**src/hdl/cpe_map.vh**
```
// Constants for the command parser error classifier: error codes,
// character codes, limits and parameter data types. Definitions only.
`ifndef CPE_MAP_VH
`define CPE_MAP_VH
`define CPE_E_CMD 16'hFF9C
`define CPE_E_BADCHAR 16'hFF9B
`define CPE_E_SYNTAX 16'hFF9A
`define CPE_E_SEP 16'hFF99
`define CPE_E_DTYPE 16'hFF98
`define CPE_E_GET 16'hFF97
`define CPE_E_PEXTRA 16'hFF94
`define CPE_E_PMISS 16'hFF93
`define CPE_E_HDR 16'hFF92
`define CPE_E_HSEP 16'hFF91
`define CPE_E_HLONG 16'hFF90
`define CPE_E_HUNDEF 16'hFF8F
`define CPE_E_HSUF 16'hFF8E
`define CPE_E_NUM 16'hFF88
`define CPE_E_NCHAR 16'hFF87
`define CPE_E_EXPBIG 16'hFF85
`define CPE_E_DIGITS 16'hFF84
`define CPE_E_NUMNA 16'hFF80
`define CPE_E_SUFBAD 16'hFF7D
`define CPE_E_SUFLONG 16'hFF7A
`define CPE_E_SUFNA 16'hFF76
`define CPE_E_CBAD 16'hFF73
`define CPE_E_CLONG 16'hFF70
`define CPE_E_CNA 16'hFF6C
`define CPE_E_SBAD 16'hFF69
`define CPE_E_SNA 16'hFF62
`define CPE_E_BBAD 16'hFF5F
`define CPE_E_BNA 16'hFF58
`define CPE_E_EXPR 16'hFF56
`define CPE_E_XBAD 16'hFF55
`define CPE_MNEM_MAX 8'h0C
`define CPE_MANT_MAX 9'h0FF
`define CPE_EXP_MAX 16'h7D00
`define CPE_CH_SEMI 8'h3B
`define CPE_CH_COLON 8'h3A
`define CPE_CH_COMMA 8'h2C
`define CPE_CH_SPACE 8'h20
`define CPE_CH_STAR 8'h2A
`define CPE_CH_QUOTE 8'h22
`define CPE_CH_HASH 8'h23
`define CPE_CH_LPAR 8'h28
`define CPE_CH_RPAR 8'h29
`define CPE_CH_LF 8'h0A
`define CPE_CH_DOT 8'h2E
`define CPE_CH_PLUS 8'h2B
`define CPE_CH_MINUS 8'h2D
`define CPE_CH_E 8'h45
`define CPE_CH_AMP 8'h26
`define CPE_CH_Q 8'h3F
`define CPE_T_NONE 3'h0
`define CPE_T_NUM 3'h1
`define CPE_T_CHR 3'h2
`define CPE_T_STR 3'h3
`define CPE_T_BLK 3'h4
`define CPE_T_EXPR 3'h5
`endif

```
**src/hdl/cpe_fifo.v**
```verilog
// Synchronous FIFO with valid/ready on both sides.
// Assumes one clock and a synchronous active-low reset.
`timescale 1ns/1ns
`default_nettype none
module cpe_fifo #(
  parameter WIDTH = 16,
  parameter DEPTH = 16,
  parameter AW = 4
) (
  input wire sys_clk,
  input wire resetn,
  input wire [WIDTH-1:0] in_data,
  input wire in_valid,
  output wire in_ready,
  output reg [WIDTH-1:0] out_data,
  output wire out_valid,
  input wire out_ready
);
  reg [WIDTH-1:0] mem [0:DEPTH-1];
  reg [AW-1:0] wr_reg;
  reg [AW-1:0] rd_reg;
  reg [AW:0] cnt_reg;
  reg outv_reg;
  wire push;
  wire pop;
  wire load;

  // The output word lives in a register, so one slot sits outside mem.
  assign load = (cnt_reg != {(AW+1){1'b0}}) && (!outv_reg || out_ready);
  assign pop = outv_reg && out_ready;
  assign in_ready = (cnt_reg != DEPTH[AW:0]);
  assign push = in_valid && in_ready;
  assign out_valid = outv_reg;

  always @(posedge sys_clk) begin
    if (push) begin
      mem[wr_reg] <= in_data;
    end
    if (load) begin
      out_data <= mem[rd_reg];
    end
  end

  always @(posedge sys_clk) begin
    if (!resetn) begin
      wr_reg <= {AW{1'b0}};
      rd_reg <= {AW{1'b0}};
      cnt_reg <= {(AW+1){1'b0}};
      outv_reg <= 1'b0;
    end else begin
      if (push) begin
        wr_reg <= wr_reg + 1'b1;
      end
      if (load) begin
        rd_reg <= rd_reg + 1'b1;
      end
      cnt_reg <= cnt_reg + {{AW{1'b0}}, push} - {{AW{1'b0}}, load};
      if (load) begin
        outv_reg <= 1'b1;
      end else if (pop) begin
        outv_reg <= 1'b0;
      end
    end
  end
endmodule
`default_nettype wire

```
**src/hdl/cpe_classifier.v**
```verilog
// Command parser error classifier: watches a byte stream of program
// messages plus parser context and queues at most one signed error code per cycle:
// trig_in in a message, else parse_fault, else the byte taken.
// Assumes the header lookup (defined, parameter limits, accepted data
// types) is supplied by the command table on the same clock.
`include "cpe_map.vh"
`timescale 1ns/1ns
`default_nettype none
module cpe_classifier #(
  parameter DEPTH = 16,
  parameter AW = 4
) (
  input wire sys_clk,
  input wire resetn,
  input wire [7:0] rx_byte,
  input wire rx_valid,
  input wire rx_end,
  input wire trig_in,
  input wire hdr_defined,
  input wire [3:0] hdr_min_par,
  input wire [3:0] hdr_max_par,
  input wire [5:0] hdr_types_ok,
  input wire hdr_suffix_ok,
  input wire parse_fault,
  output wire rx_ready,
  output wire [15:0] err_code,
  output wire err_valid,
  input wire err_ready,
  output wire [3:0] par_count,
  output wire in_message
);
  localparam ST_IDLE = 4'h0;
  localparam ST_HDR = 4'h1;
  localparam ST_PSEP = 4'h2;
  localparam ST_NUM = 4'h3;
  localparam ST_EXP = 4'h4;
  localparam ST_SUF = 4'h5;
  localparam ST_CHR = 4'h6;
  localparam ST_STR = 4'h7;
  localparam ST_BLKD = 4'h8;
  localparam ST_BLKN = 4'h9;
  localparam ST_BLKB = 4'hA;
  localparam ST_EXPR = 4'hB;
  localparam ST_SKIP = 4'hC;
  localparam ST_AFTER = 4'hD;

  reg [3:0] st_reg, st_next;
  reg [7:0] len_reg, len_next;
  reg [8:0] mant_reg, mant_next;
  reg [15:0] expv_reg, expv_next;
  reg [3:0] par_reg, par_next;
  reg [3:0] depth_reg, depth_next;
  reg [3:0] bdig_reg, bdig_next;
  reg [31:0] blen_reg, blen_next;
  reg colon_reg, colon_next;
  reg msg_reg, msg_next;
  reg [15:0] code_reg, code_next;
  reg code_v_reg, code_v_next;
  reg [2:0] ty;
  reg [19:0] exp_wide;
  wire [7:0] c;
  wire take;
  wire fifo_in_ready;

  assign c = rx_byte;
  // Back-pressure: the stream stalls while a code waits for queue room.
  assign rx_ready = !code_v_reg || fifo_in_ready;
  assign take = rx_valid && rx_ready;
  assign par_count = par_reg;
  assign in_message = msg_reg;

  function is_digit;
    input [7:0] ch;
    begin
      is_digit = (ch >= 8'h30) && (ch <= 8'h39);
    end
  endfunction

  function is_alpha;
    input [7:0] ch;
    begin
      is_alpha = ((ch | 8'h20) >= 8'h61) && ((ch | 8'h20) <= 8'h7A);
    end
  endfunction

  function is_white;
    input [7:0] ch;
    begin
      is_white = (ch == `CPE_CH_SPACE) || (ch == 8'h09);
    end
  endfunction

  function is_term;
    input [7:0] ch;
    begin
      is_term = (ch == `CPE_CH_SEMI) || (ch == `CPE_CH_LF);
    end
  endfunction

  // Data type a parameter starts with.
  always @* begin
    ty = `CPE_T_NONE;
    if (is_digit(c) || c == `CPE_CH_PLUS || c == `CPE_CH_MINUS ||
        c == `CPE_CH_DOT || c == `CPE_CH_AMP) begin
      ty = `CPE_T_NUM;
    end else if (is_alpha(c)) begin
      ty = `CPE_T_CHR;
    end else if (c == `CPE_CH_QUOTE || c == 8'h27) begin
      ty = `CPE_T_STR;
    end else if (c == `CPE_CH_HASH) begin
      ty = `CPE_T_BLK;
    end else if (c == `CPE_CH_LPAR) begin
      ty = `CPE_T_EXPR;
    end
  end

  always @* begin
    st_next = st_reg;
    len_next = len_reg;
    mant_next = mant_reg;
    expv_next = expv_reg;
    par_next = par_reg;
    depth_next = depth_reg;
    bdig_next = bdig_reg;
    blen_next = blen_reg;
    colon_next = colon_reg;
    msg_next = msg_reg;
    code_next = code_reg;
    code_v_next = 1'b0;
    exp_wide = 20'h00000;
    if (trig_in && msg_reg) begin
      code_next = `CPE_E_GET;
      code_v_next = 1'b1;
    end else if (parse_fault) begin
      code_next = `CPE_E_CMD;
      code_v_next = 1'b1;
    end else if (take) begin
      msg_next = !(rx_end || c == `CPE_CH_LF);
      case (st_reg)
        ST_IDLE, ST_AFTER: begin
          colon_next = 1'b0;
          par_next = 4'h0;
          len_next = 8'h00;
          if (is_alpha(c) || c == `CPE_CH_STAR || c == `CPE_CH_COLON) begin
            st_next = ST_HDR;
            len_next = is_alpha(c) ? 8'h01 : 8'h00;
          end else if (c == `CPE_CH_SEMI && st_reg == ST_AFTER &&
                       colon_reg) begin
            code_next = `CPE_E_SEP;
            code_v_next = 1'b1;
          end else if (!is_white(c) && !is_term(c)) begin
            code_next = `CPE_E_HSUF;
            code_v_next = 1'b1;
            st_next = ST_SKIP;
          end
        end
        ST_HDR: begin
          if (is_alpha(c) || is_digit(c) || c == `CPE_CH_Q) begin
            len_next = len_reg + 8'h01;
            if (len_reg == `CPE_MNEM_MAX) begin
              code_next = `CPE_E_HLONG;
              code_v_next = 1'b1;
              st_next = ST_SKIP;
            end
          end else if (c == `CPE_CH_COLON) begin
            if (len_reg == 8'h00) begin
              code_next = `CPE_E_HDR;
              code_v_next = 1'b1;
              st_next = ST_SKIP;
            end
            len_next = 8'h00;
          end else if (c == `CPE_CH_SEMI && colon_reg &&
                       len_reg == 8'h00) begin
            // A colon straight before a semicolon is a separator fault.
            code_next = `CPE_E_SEP;
            code_v_next = 1'b1;
            st_next = ST_SKIP;
          end else if (is_white(c) || is_term(c) || rx_end) begin
            if (!hdr_defined) begin
              code_next = `CPE_E_HUNDEF;
              code_v_next = 1'b1;
              st_next = ST_SKIP;
            end else if (is_white(c)) begin
              st_next = ST_PSEP;
            end else if (hdr_min_par != 4'h0) begin
              code_next = `CPE_E_PMISS;
              code_v_next = 1'b1;
              st_next = ST_IDLE;
            end else begin
              st_next = ST_IDLE;
            end
            if (!is_white(c) && !is_term(c) && hdr_defined) begin
              code_next = `CPE_E_HSEP;
              code_v_next = 1'b1;
              st_next = ST_SKIP;
            end
          end else begin
            code_next = `CPE_E_HSEP;
            code_v_next = 1'b1;
            st_next = ST_SKIP;
          end
        end
        ST_PSEP: begin
          len_next = 8'h00;
          mant_next = 9'h000;
          expv_next = 16'h0000;
          depth_next = 4'h0;
          bdig_next = 4'h0;
          blen_next = 32'h0;
          if (is_white(c)) begin
            st_next = ST_PSEP;
          end else if (is_term(c) || rx_end) begin
            st_next = ST_IDLE;
            if (par_reg < hdr_min_par) begin
              code_next = `CPE_E_PMISS;
              code_v_next = 1'b1;
            end
          end else if (par_reg == hdr_max_par) begin
            code_next = `CPE_E_PEXTRA;
            code_v_next = 1'b1;
            st_next = ST_SKIP;
          end else if (ty == `CPE_T_NONE) begin
            code_next = `CPE_E_SYNTAX;
            code_v_next = 1'b1;
            st_next = ST_SKIP;
          end else if (!hdr_types_ok[ty]) begin
            st_next = ST_SKIP;
            code_v_next = 1'b1;
            case (ty)
              `CPE_T_NUM: code_next = `CPE_E_NUMNA;
              `CPE_T_CHR: code_next = `CPE_E_CNA;
              `CPE_T_STR: code_next = `CPE_E_SNA;
              `CPE_T_BLK: code_next = `CPE_E_BNA;
              default: code_next = `CPE_E_DTYPE;
            endcase
          end else begin
            par_next = par_reg + 4'h1;
            case (ty)
              `CPE_T_NUM: begin
                st_next = ST_NUM;
                mant_next = {8'h00, is_digit(c) && c != 8'h30};
              end
              `CPE_T_CHR: begin
                st_next = ST_CHR;
                len_next = 8'h01;
              end
              `CPE_T_STR: st_next = ST_STR;
              `CPE_T_BLK: st_next = ST_BLKD;
              `CPE_T_EXPR: begin
                st_next = ST_EXPR;
                depth_next = 4'h1;
              end
              default: st_next = ST_SKIP;
            endcase
          end
        end
        ST_NUM: begin
          if (is_digit(c)) begin
            // Leading zeros never count toward the mantissa length.
            if (mant_reg != 9'h000 || c != 8'h30) begin
              mant_next = mant_reg + 9'h001;
            end
            if (mant_reg == `CPE_MANT_MAX) begin
              code_next = `CPE_E_DIGITS;
              code_v_next = 1'b1;
              st_next = ST_SKIP;
            end
          end else if ((c | 8'h20) == (`CPE_CH_E | 8'h20)) begin
            st_next = ST_EXP;
          end else if (c == `CPE_CH_DOT || c == `CPE_CH_PLUS ||
                       c == `CPE_CH_MINUS) begin
            st_next = ST_NUM;
          end else if (is_white(c)) begin
            st_next = ST_SUF;
            len_next = 8'h00;
          end else if (c == `CPE_CH_COMMA) begin
            st_next = ST_PSEP;
          end else if (is_term(c)) begin
            st_next = ST_AFTER;
          end else if (is_alpha(c)) begin
            st_next = ST_SUF;
            len_next = 8'h01;
            if (!hdr_suffix_ok) begin
              code_next = `CPE_E_SUFNA;
              code_v_next = 1'b1;
              st_next = ST_SKIP;
            end
          end else begin
            code_next = `CPE_E_NCHAR;
            code_v_next = 1'b1;
            st_next = ST_SKIP;
          end
        end
        ST_EXP: begin
          if (is_digit(c)) begin
            // Four spare bits keep ten times the limit from wrapping.
            exp_wide = ({4'h0, expv_reg} << 3) + ({4'h0, expv_reg} << 1) +
              {12'h000, c - 8'h30};
            expv_next = exp_wide[15:0];
            if (exp_wide > {4'h0, `CPE_EXP_MAX}) begin
              code_next = `CPE_E_EXPBIG;
              code_v_next = 1'b1;
              st_next = ST_SKIP;
            end
          end else if (c == `CPE_CH_PLUS || c == `CPE_CH_MINUS) begin
            st_next = ST_EXP;
          end else if (c == `CPE_CH_COMMA) begin
            st_next = ST_PSEP;
          end else if (is_term(c) || is_white(c)) begin
            st_next = ST_AFTER;
          end else begin
            code_next = `CPE_E_NCHAR;
            code_v_next = 1'b1;
            st_next = ST_SKIP;
          end
        end
        ST_SUF: begin
          if (is_alpha(c) || c == 8'h2F || c == `CPE_CH_DOT) begin
            len_next = len_reg + 8'h01;
            if (len_reg == 8'h00 && !hdr_suffix_ok) begin
              code_next = `CPE_E_SUFNA;
              code_v_next = 1'b1;
              st_next = ST_SKIP;
            end else if (len_reg == `CPE_MNEM_MAX) begin
              code_next = `CPE_E_SUFLONG;
              code_v_next = 1'b1;
              st_next = ST_SKIP;
            end
          end else if (c == `CPE_CH_COMMA) begin
            st_next = ST_PSEP;
          end else if (is_term(c)) begin
            st_next = ST_AFTER;
          end else if (!is_white(c)) begin
            code_next = `CPE_E_SUFBAD;
            code_v_next = 1'b1;
            st_next = ST_SKIP;
          end
        end
        ST_CHR: begin
          if (is_alpha(c) || is_digit(c) || c == 8'h5F) begin
            len_next = len_reg + 8'h01;
            if (len_reg == `CPE_MNEM_MAX) begin
              code_next = `CPE_E_CLONG;
              code_v_next = 1'b1;
              st_next = ST_SKIP;
            end
          end else if (c == `CPE_CH_COMMA) begin
            st_next = ST_PSEP;
          end else if (is_term(c) || is_white(c)) begin
            st_next = ST_AFTER;
          end else begin
            code_next = `CPE_E_CBAD;
            code_v_next = 1'b1;
            st_next = ST_SKIP;
          end
        end
        ST_STR: begin
          if (rx_end) begin
            code_next = `CPE_E_SBAD;
            code_v_next = 1'b1;
            st_next = ST_IDLE;
          end else if (c == `CPE_CH_QUOTE || c == 8'h27) begin
            st_next = ST_CHR;
            len_next = 8'h00;
          end
        end
        ST_BLKD: begin
          if (is_digit(c) && c != 8'h30) begin
            bdig_next = c[3:0];
            st_next = ST_BLKN;
          end else if (c == 8'h30) begin
            st_next = ST_SKIP;
          end else begin
            code_next = `CPE_E_BBAD;
            code_v_next = 1'b1;
            st_next = ST_SKIP;
          end
        end
        ST_BLKN: begin
          if (!is_digit(c) || rx_end) begin
            code_next = `CPE_E_BBAD;
            code_v_next = 1'b1;
            st_next = ST_IDLE;
          end else begin
            blen_next = (blen_reg << 3) + (blen_reg << 1) +
              {28'h0, c[3:0]};
            bdig_next = bdig_reg - 4'h1;
            if (bdig_reg == 4'h1) begin
              st_next = ST_BLKB;
            end
          end
        end
        ST_BLKB: begin
          if (blen_reg == 32'h0) begin
            st_next = (c == `CPE_CH_COMMA) ? ST_PSEP : ST_AFTER;
          end else begin
            blen_next = blen_reg - 32'h1;
            if (rx_end && blen_reg != 32'h1) begin
              code_next = `CPE_E_BBAD;
              code_v_next = 1'b1;
              st_next = ST_IDLE;
            end
          end
        end
        ST_EXPR: begin
          if (c == `CPE_CH_LPAR) begin
            depth_next = depth_reg + 4'h1;
          end else if (c == `CPE_CH_RPAR) begin
            depth_next = depth_reg - 4'h1;
            if (depth_reg == 4'h1) begin
              st_next = ST_CHR;
              len_next = 8'h00;
            end
          end else if (is_term(c) || rx_end) begin
            code_next = `CPE_E_XBAD;
            code_v_next = 1'b1;
            st_next = ST_IDLE;
          end else if (c < 8'h20 || c == `CPE_CH_QUOTE) begin
            code_next = `CPE_E_BADCHAR;
            code_v_next = 1'b1;
            st_next = ST_SKIP;
          end
        end
        ST_SKIP: begin
          if (is_term(c) || rx_end) begin
            st_next = ST_IDLE;
          end
        end
        default: begin
          st_next = ST_IDLE;
          code_next = `CPE_E_CMD;
          code_v_next = 1'b1;
        end
      endcase
      if (st_reg == ST_HDR && c == `CPE_CH_COLON) begin
        colon_next = 1'b1;
      end
      // A message end resynchronises unless a trig_in or parse_fault code wins that cycle, even after a fault on it,
      // so that the next message is never skipped.
      if (rx_end || c == `CPE_CH_LF) begin
        st_next = ST_IDLE;
        par_next = 4'h0;
      end
    end
  end

  always @(posedge sys_clk) begin
    if (!resetn) begin
      st_reg <= ST_IDLE;
      len_reg <= 8'h00;
      mant_reg <= 9'h000;
      expv_reg <= 16'h0000;
      par_reg <= 4'h0;
      depth_reg <= 4'h0;
      bdig_reg <= 4'h0;
      blen_reg <= 32'h0;
      colon_reg <= 1'b0;
      msg_reg <= 1'b0;
      code_reg <= 16'h0000;
      code_v_reg <= 1'b0;
    end else begin
      st_reg <= st_next;
      len_reg <= len_next;
      mant_reg <= mant_next;
      expv_reg <= expv_next;
      par_reg <= par_next;
      depth_reg <= depth_next;
      bdig_reg <= bdig_next;
      blen_reg <= blen_next;
      colon_reg <= colon_next;
      msg_reg <= msg_next;
      if (!code_v_reg || fifo_in_ready) begin
        code_reg <= code_next;
        code_v_reg <= code_v_next;
      end
    end
  end

  cpe_fifo #(
    .WIDTH(16),
    .DEPTH(DEPTH),
    .AW(AW)
  ) u_queue (
    .sys_clk(sys_clk),
    .resetn(resetn),
    .in_data(code_reg),
    .in_valid(code_v_reg),
    .in_ready(fifo_in_ready),
    .out_data(err_code),
    .out_valid(err_valid),
    .out_ready(err_ready)
  );
endmodule
`default_nettype wire

```
**config.mk**
```make
export PLATFORM = sky130hd
export DESIGN_NAME = cpe_classifier
export DESIGN_NICKNAME = d
export VERILOG_FILES = /design/src/hdl/cpe_fifo.v /design/src/hdl/cpe_classifier.v
export VERILOG_INCLUDE_DIRS = /design/src /design/src/hdl
export SDC_FILE = /design/constraint.sdc
export NUM_CORES = 1
export LEC_CHECK = 0
export BUFFER_PORTS_ARGS = -buffer_cell sky130_fd_sc_hd__buf_2
export CORE_MARGIN = 2
export CORE_UTILIZATION = 40
export DETAILED_ROUTE_END_ITERATION = 10
export PLACE_DENSITY_LB_ADDON = 0.15
export SLEW_MARGIN = 20
export SYNTH_ARGS = -nofsm -noshare
export SYNTH_HDL_FRONTEND = slang
export SYNTH_SLANG_ARGS = --single-unit
```
**constraint.sdc**
```tcl
create_clock -name sys_clk -period 4.1 [get_ports sys_clk]
set_input_delay 0.205 -clock sys_clk [delete_from_list [all_inputs] [get_ports sys_clk]]
set_output_delay 0.205 -clock sys_clk [all_outputs]
set_load 0.01 [all_outputs]
```
==> metrics <==
area delta synth->final 12.5%; largest family of logic cells by synthesized area compound AO/OA/AOI/OAI gates; starting density of the core 40.7%; critical path required time 4.61 ns; post-synth top area cell edfxtp_1; synthesis-stage register bit count 260; post-synthesis simple-gate area fraction ~18%; antenna diode count 0; top cells by area, synth edfxtp_1 (28%), dfxtp_1 (13%), ha_1 (9.0%), mux4_2 (6.1%), a21oi_1 (3.7%); ys flop type edfxtp_1; H-tree depth 1; DR iter-0 viols approximately 1300; synthesized net count roughly 1900; most common cell after layout, fill and taps aside nor2_1; Post-synth ARST share 0%; Worst Path Arrival 4.39 ns; drt first pass iters 5; Post-Syn Instances 1715; Clock Skew 0.0300 ns; RSZ-0062 raised after global routing no; core area roughly 41000 sq um; Final Hold Fails 0; status completed; gpl congestion slightly above 1; vias in the first global route between 10000 and 15000; Post-CTS Setup Bufs 0; DRT Wirelength 49900 um; chip width 208 um; cell area after synthesis 16700 sq um; via count between 10000 and 15000; Routed Antenna Nets 0; Max-Cap Viols 0; Filler Cell Count between 3000 and 4000; clock-pin slew of the registers on the worst-case setup and hold paths roughly 0.060 ns; final-stage net count between 1500 and 2000; Clock Latency Late Sink ~0.60 ns; Clock Path Buffers 3; final core occ between 40% and 50%; Hold Path Class in -> reg; Least-Margin Pin Slew ~1.1 ns; Place WS -0.112 ns; Total Power 7.19 mW; multiplexer share of the synthesized area roughly 7.0%; adder-cell share of the synthesized area approximately 10%; synth unique cells 90; Peak VDD IR 0.000336 V; most frequent cells in the layout nor2_1 (158), edfxtp_1 (153), nand2_1 (135); fin worst setup slack 0.218 ns; CTS tree built; Vias/cell ~6; DRC violations left 0; clk sinks 260; Compound-Gate Fraction of Synth Area between 15 and 20%; Crit Path Category reg -> reg; Slew Limit Fails 0; number of flip-flops in the largest register about 140; # placed instances about 2300; Mean Syn Cell Area approximately 9.7 sq um; Power Density about 380 nW/um^2; layout cells sized above 1 roughly an eighth; Inserted Clock Buffers 30; worst-path maximum fanout 9; Top Ports 54; Final TNS setup 0 ns; fin crit period roughly 3.9 ns; non-filler instance count after layout ~2300; Port Buffers 53; hpwl dp around 36000 um; grt ovf 0; maximum clock frequency roughly 260 MHz; Die Y between 200 and 250 um; Syn. warnings 0; Yosys top cell area share 27.5%; FP Rows 74; largest net degree at the start of global routing 57; Leakage Power 6.99 nW; critical path endpoint category flip-flop; Final setup viols 0; initial antenna violation count 0; first-pass GRT wire length between 70000 and 80000 um; EDFF count, synth 153; detail-routed net length per standard cell 21.4 um; Die ar. 43400 sq um; register area share after synthesis 40.4%; Rel. slew slack 26.2%; Root Driver clkbuf_16; Post-Synth XOR/XNOR Area around 2.8%; Startpoint Class flip-flop; fin crit share between 90% and 100%; Total GRT Usage between 20% and 30%
[critical path: stages (launching register included)]
cell       delay, ns
dfxtp_1         0.38
inv_1           0.08
fa_1            0.54
inv_1           0.06
ha_1            0.28
a211o_1         0.31
a2111oi_1       0.48
o21ai_0         0.20
and3_1          0.21
a211oi_1        0.31
a41oi_2         0.23
nand4_1         0.28
and2_4          0.26
mux2i_1         0.20
[synthesized netlist by cell type (12+ instances only)]
| cell | number |
|---|---|
| nor3b_1 | 12 |
| nor2_1 | 158 |
| nand3_1 | 47 |
| a31oi_1 | 24 |
| nor2b_1 | 14 |
| o21a_1 | 14 |
| nand4_1 | 22 |
| inv_1 | 62 |
| a21oi_1 | 122 |
| dfxtp_1 | 107 |
| clkbuf_1 | 65 |
| mux4_2 | 45 |
| and2_1 | 16 |
| xnor2_1 | 24 |
| nor3_1 | 55 |
| nand2b_1 | 14 |
| a22oi_1 | 17 |
| o21ai_0 | 122 |
| nor4_1 | 17 |
| o211ai_1 | 25 |
| edfxtp_1 | 153 |
| or3_1 | 24 |
| ha_1 | 120 |
| nand2_1 | 135 |
| xor2_1 | 26 |
| mux2i_1 | 14 |
| o22ai_1 | 16 |
| a211oi_1 | 21 |
| and3_1 | 22 |
| a21o_1 | 14 |
[through the flow]
stage | hold slack [ns] | cell area [sq um]
6_report | 0.0116 | 18800
5_1_grt | 0.0189 | 18800
4_1_cts | 0.00125 | 18800
3_5_place_dp | 0.469 | 17800
3_3_place_gp | 0.461 | 17800
2_1_floorplan | 0.388 | 16700
[metal layers]
layer	vias to the layer above	share of wire, %	GRT usage (%)
li1	6653	-	-
met1	6841	46	32.0
met2	458	45	36.4
met3	93	5.9	2.84
met4	0	3.1	7.29
met5	-	0	0
[layout make-up]
type | count | area, sq um | share of cell area (%)
multi-input combinational | 1304 | 9350 | 49.8
sequential | 260 | 6740 | 35.9
timing repair buffer | 122 | 818 | 4.36
clock buffer | 41 | 792 | 4.22
tap | 532 | 666 | 3.55
inverter | 63 | 236 | 1.26
clock inverter | 13 | 170 | 0.906
[where the power goes]
part | switching, mW | internal, mW | leakage [nW]
clock network | 1.12 | 1.54 | 0.458
logic | 0.668 | 0.670 | 4.28
registers | 0.246 | 2.95 | 2.25
[final timing paths]
kind	start	to	slack (ns)	cells past startpoint
setup / recovery	expv_reg[2]	code_reg[3]	0.22	13
hold / removal	rx_byte[0]	bdig_reg[0]	0.01	3
setup reg to reg	expv_reg[2]	code_reg[3]	0.22	13
hold reg to reg	expv_reg[0]	expv_reg[0]	0.48	2
[timing repair]
action / in CTS / in global routing
endpoints found under the setup margin: 0 / 9
hold buffers: 4 / 0
endpoints found under the hold margin: 2 / 0
resized for setup: 0 / 2
[cell families (layout without fill, tap and decap cells)]
| logic type | Yosys count | in the layout |
|---|---|---|
| fa+ha+maj | 129 | 129 |
| simple gates | 589 | 589 |
| compound gates | 475 | 475 |
| xor+xnor | 51 | 51 |
| flops | 260 | 260 |
| buf+inv | 151 | 239 |
| mux | 60 | 60 |
No activity file was read; power rests on OpenSTA's default activity.
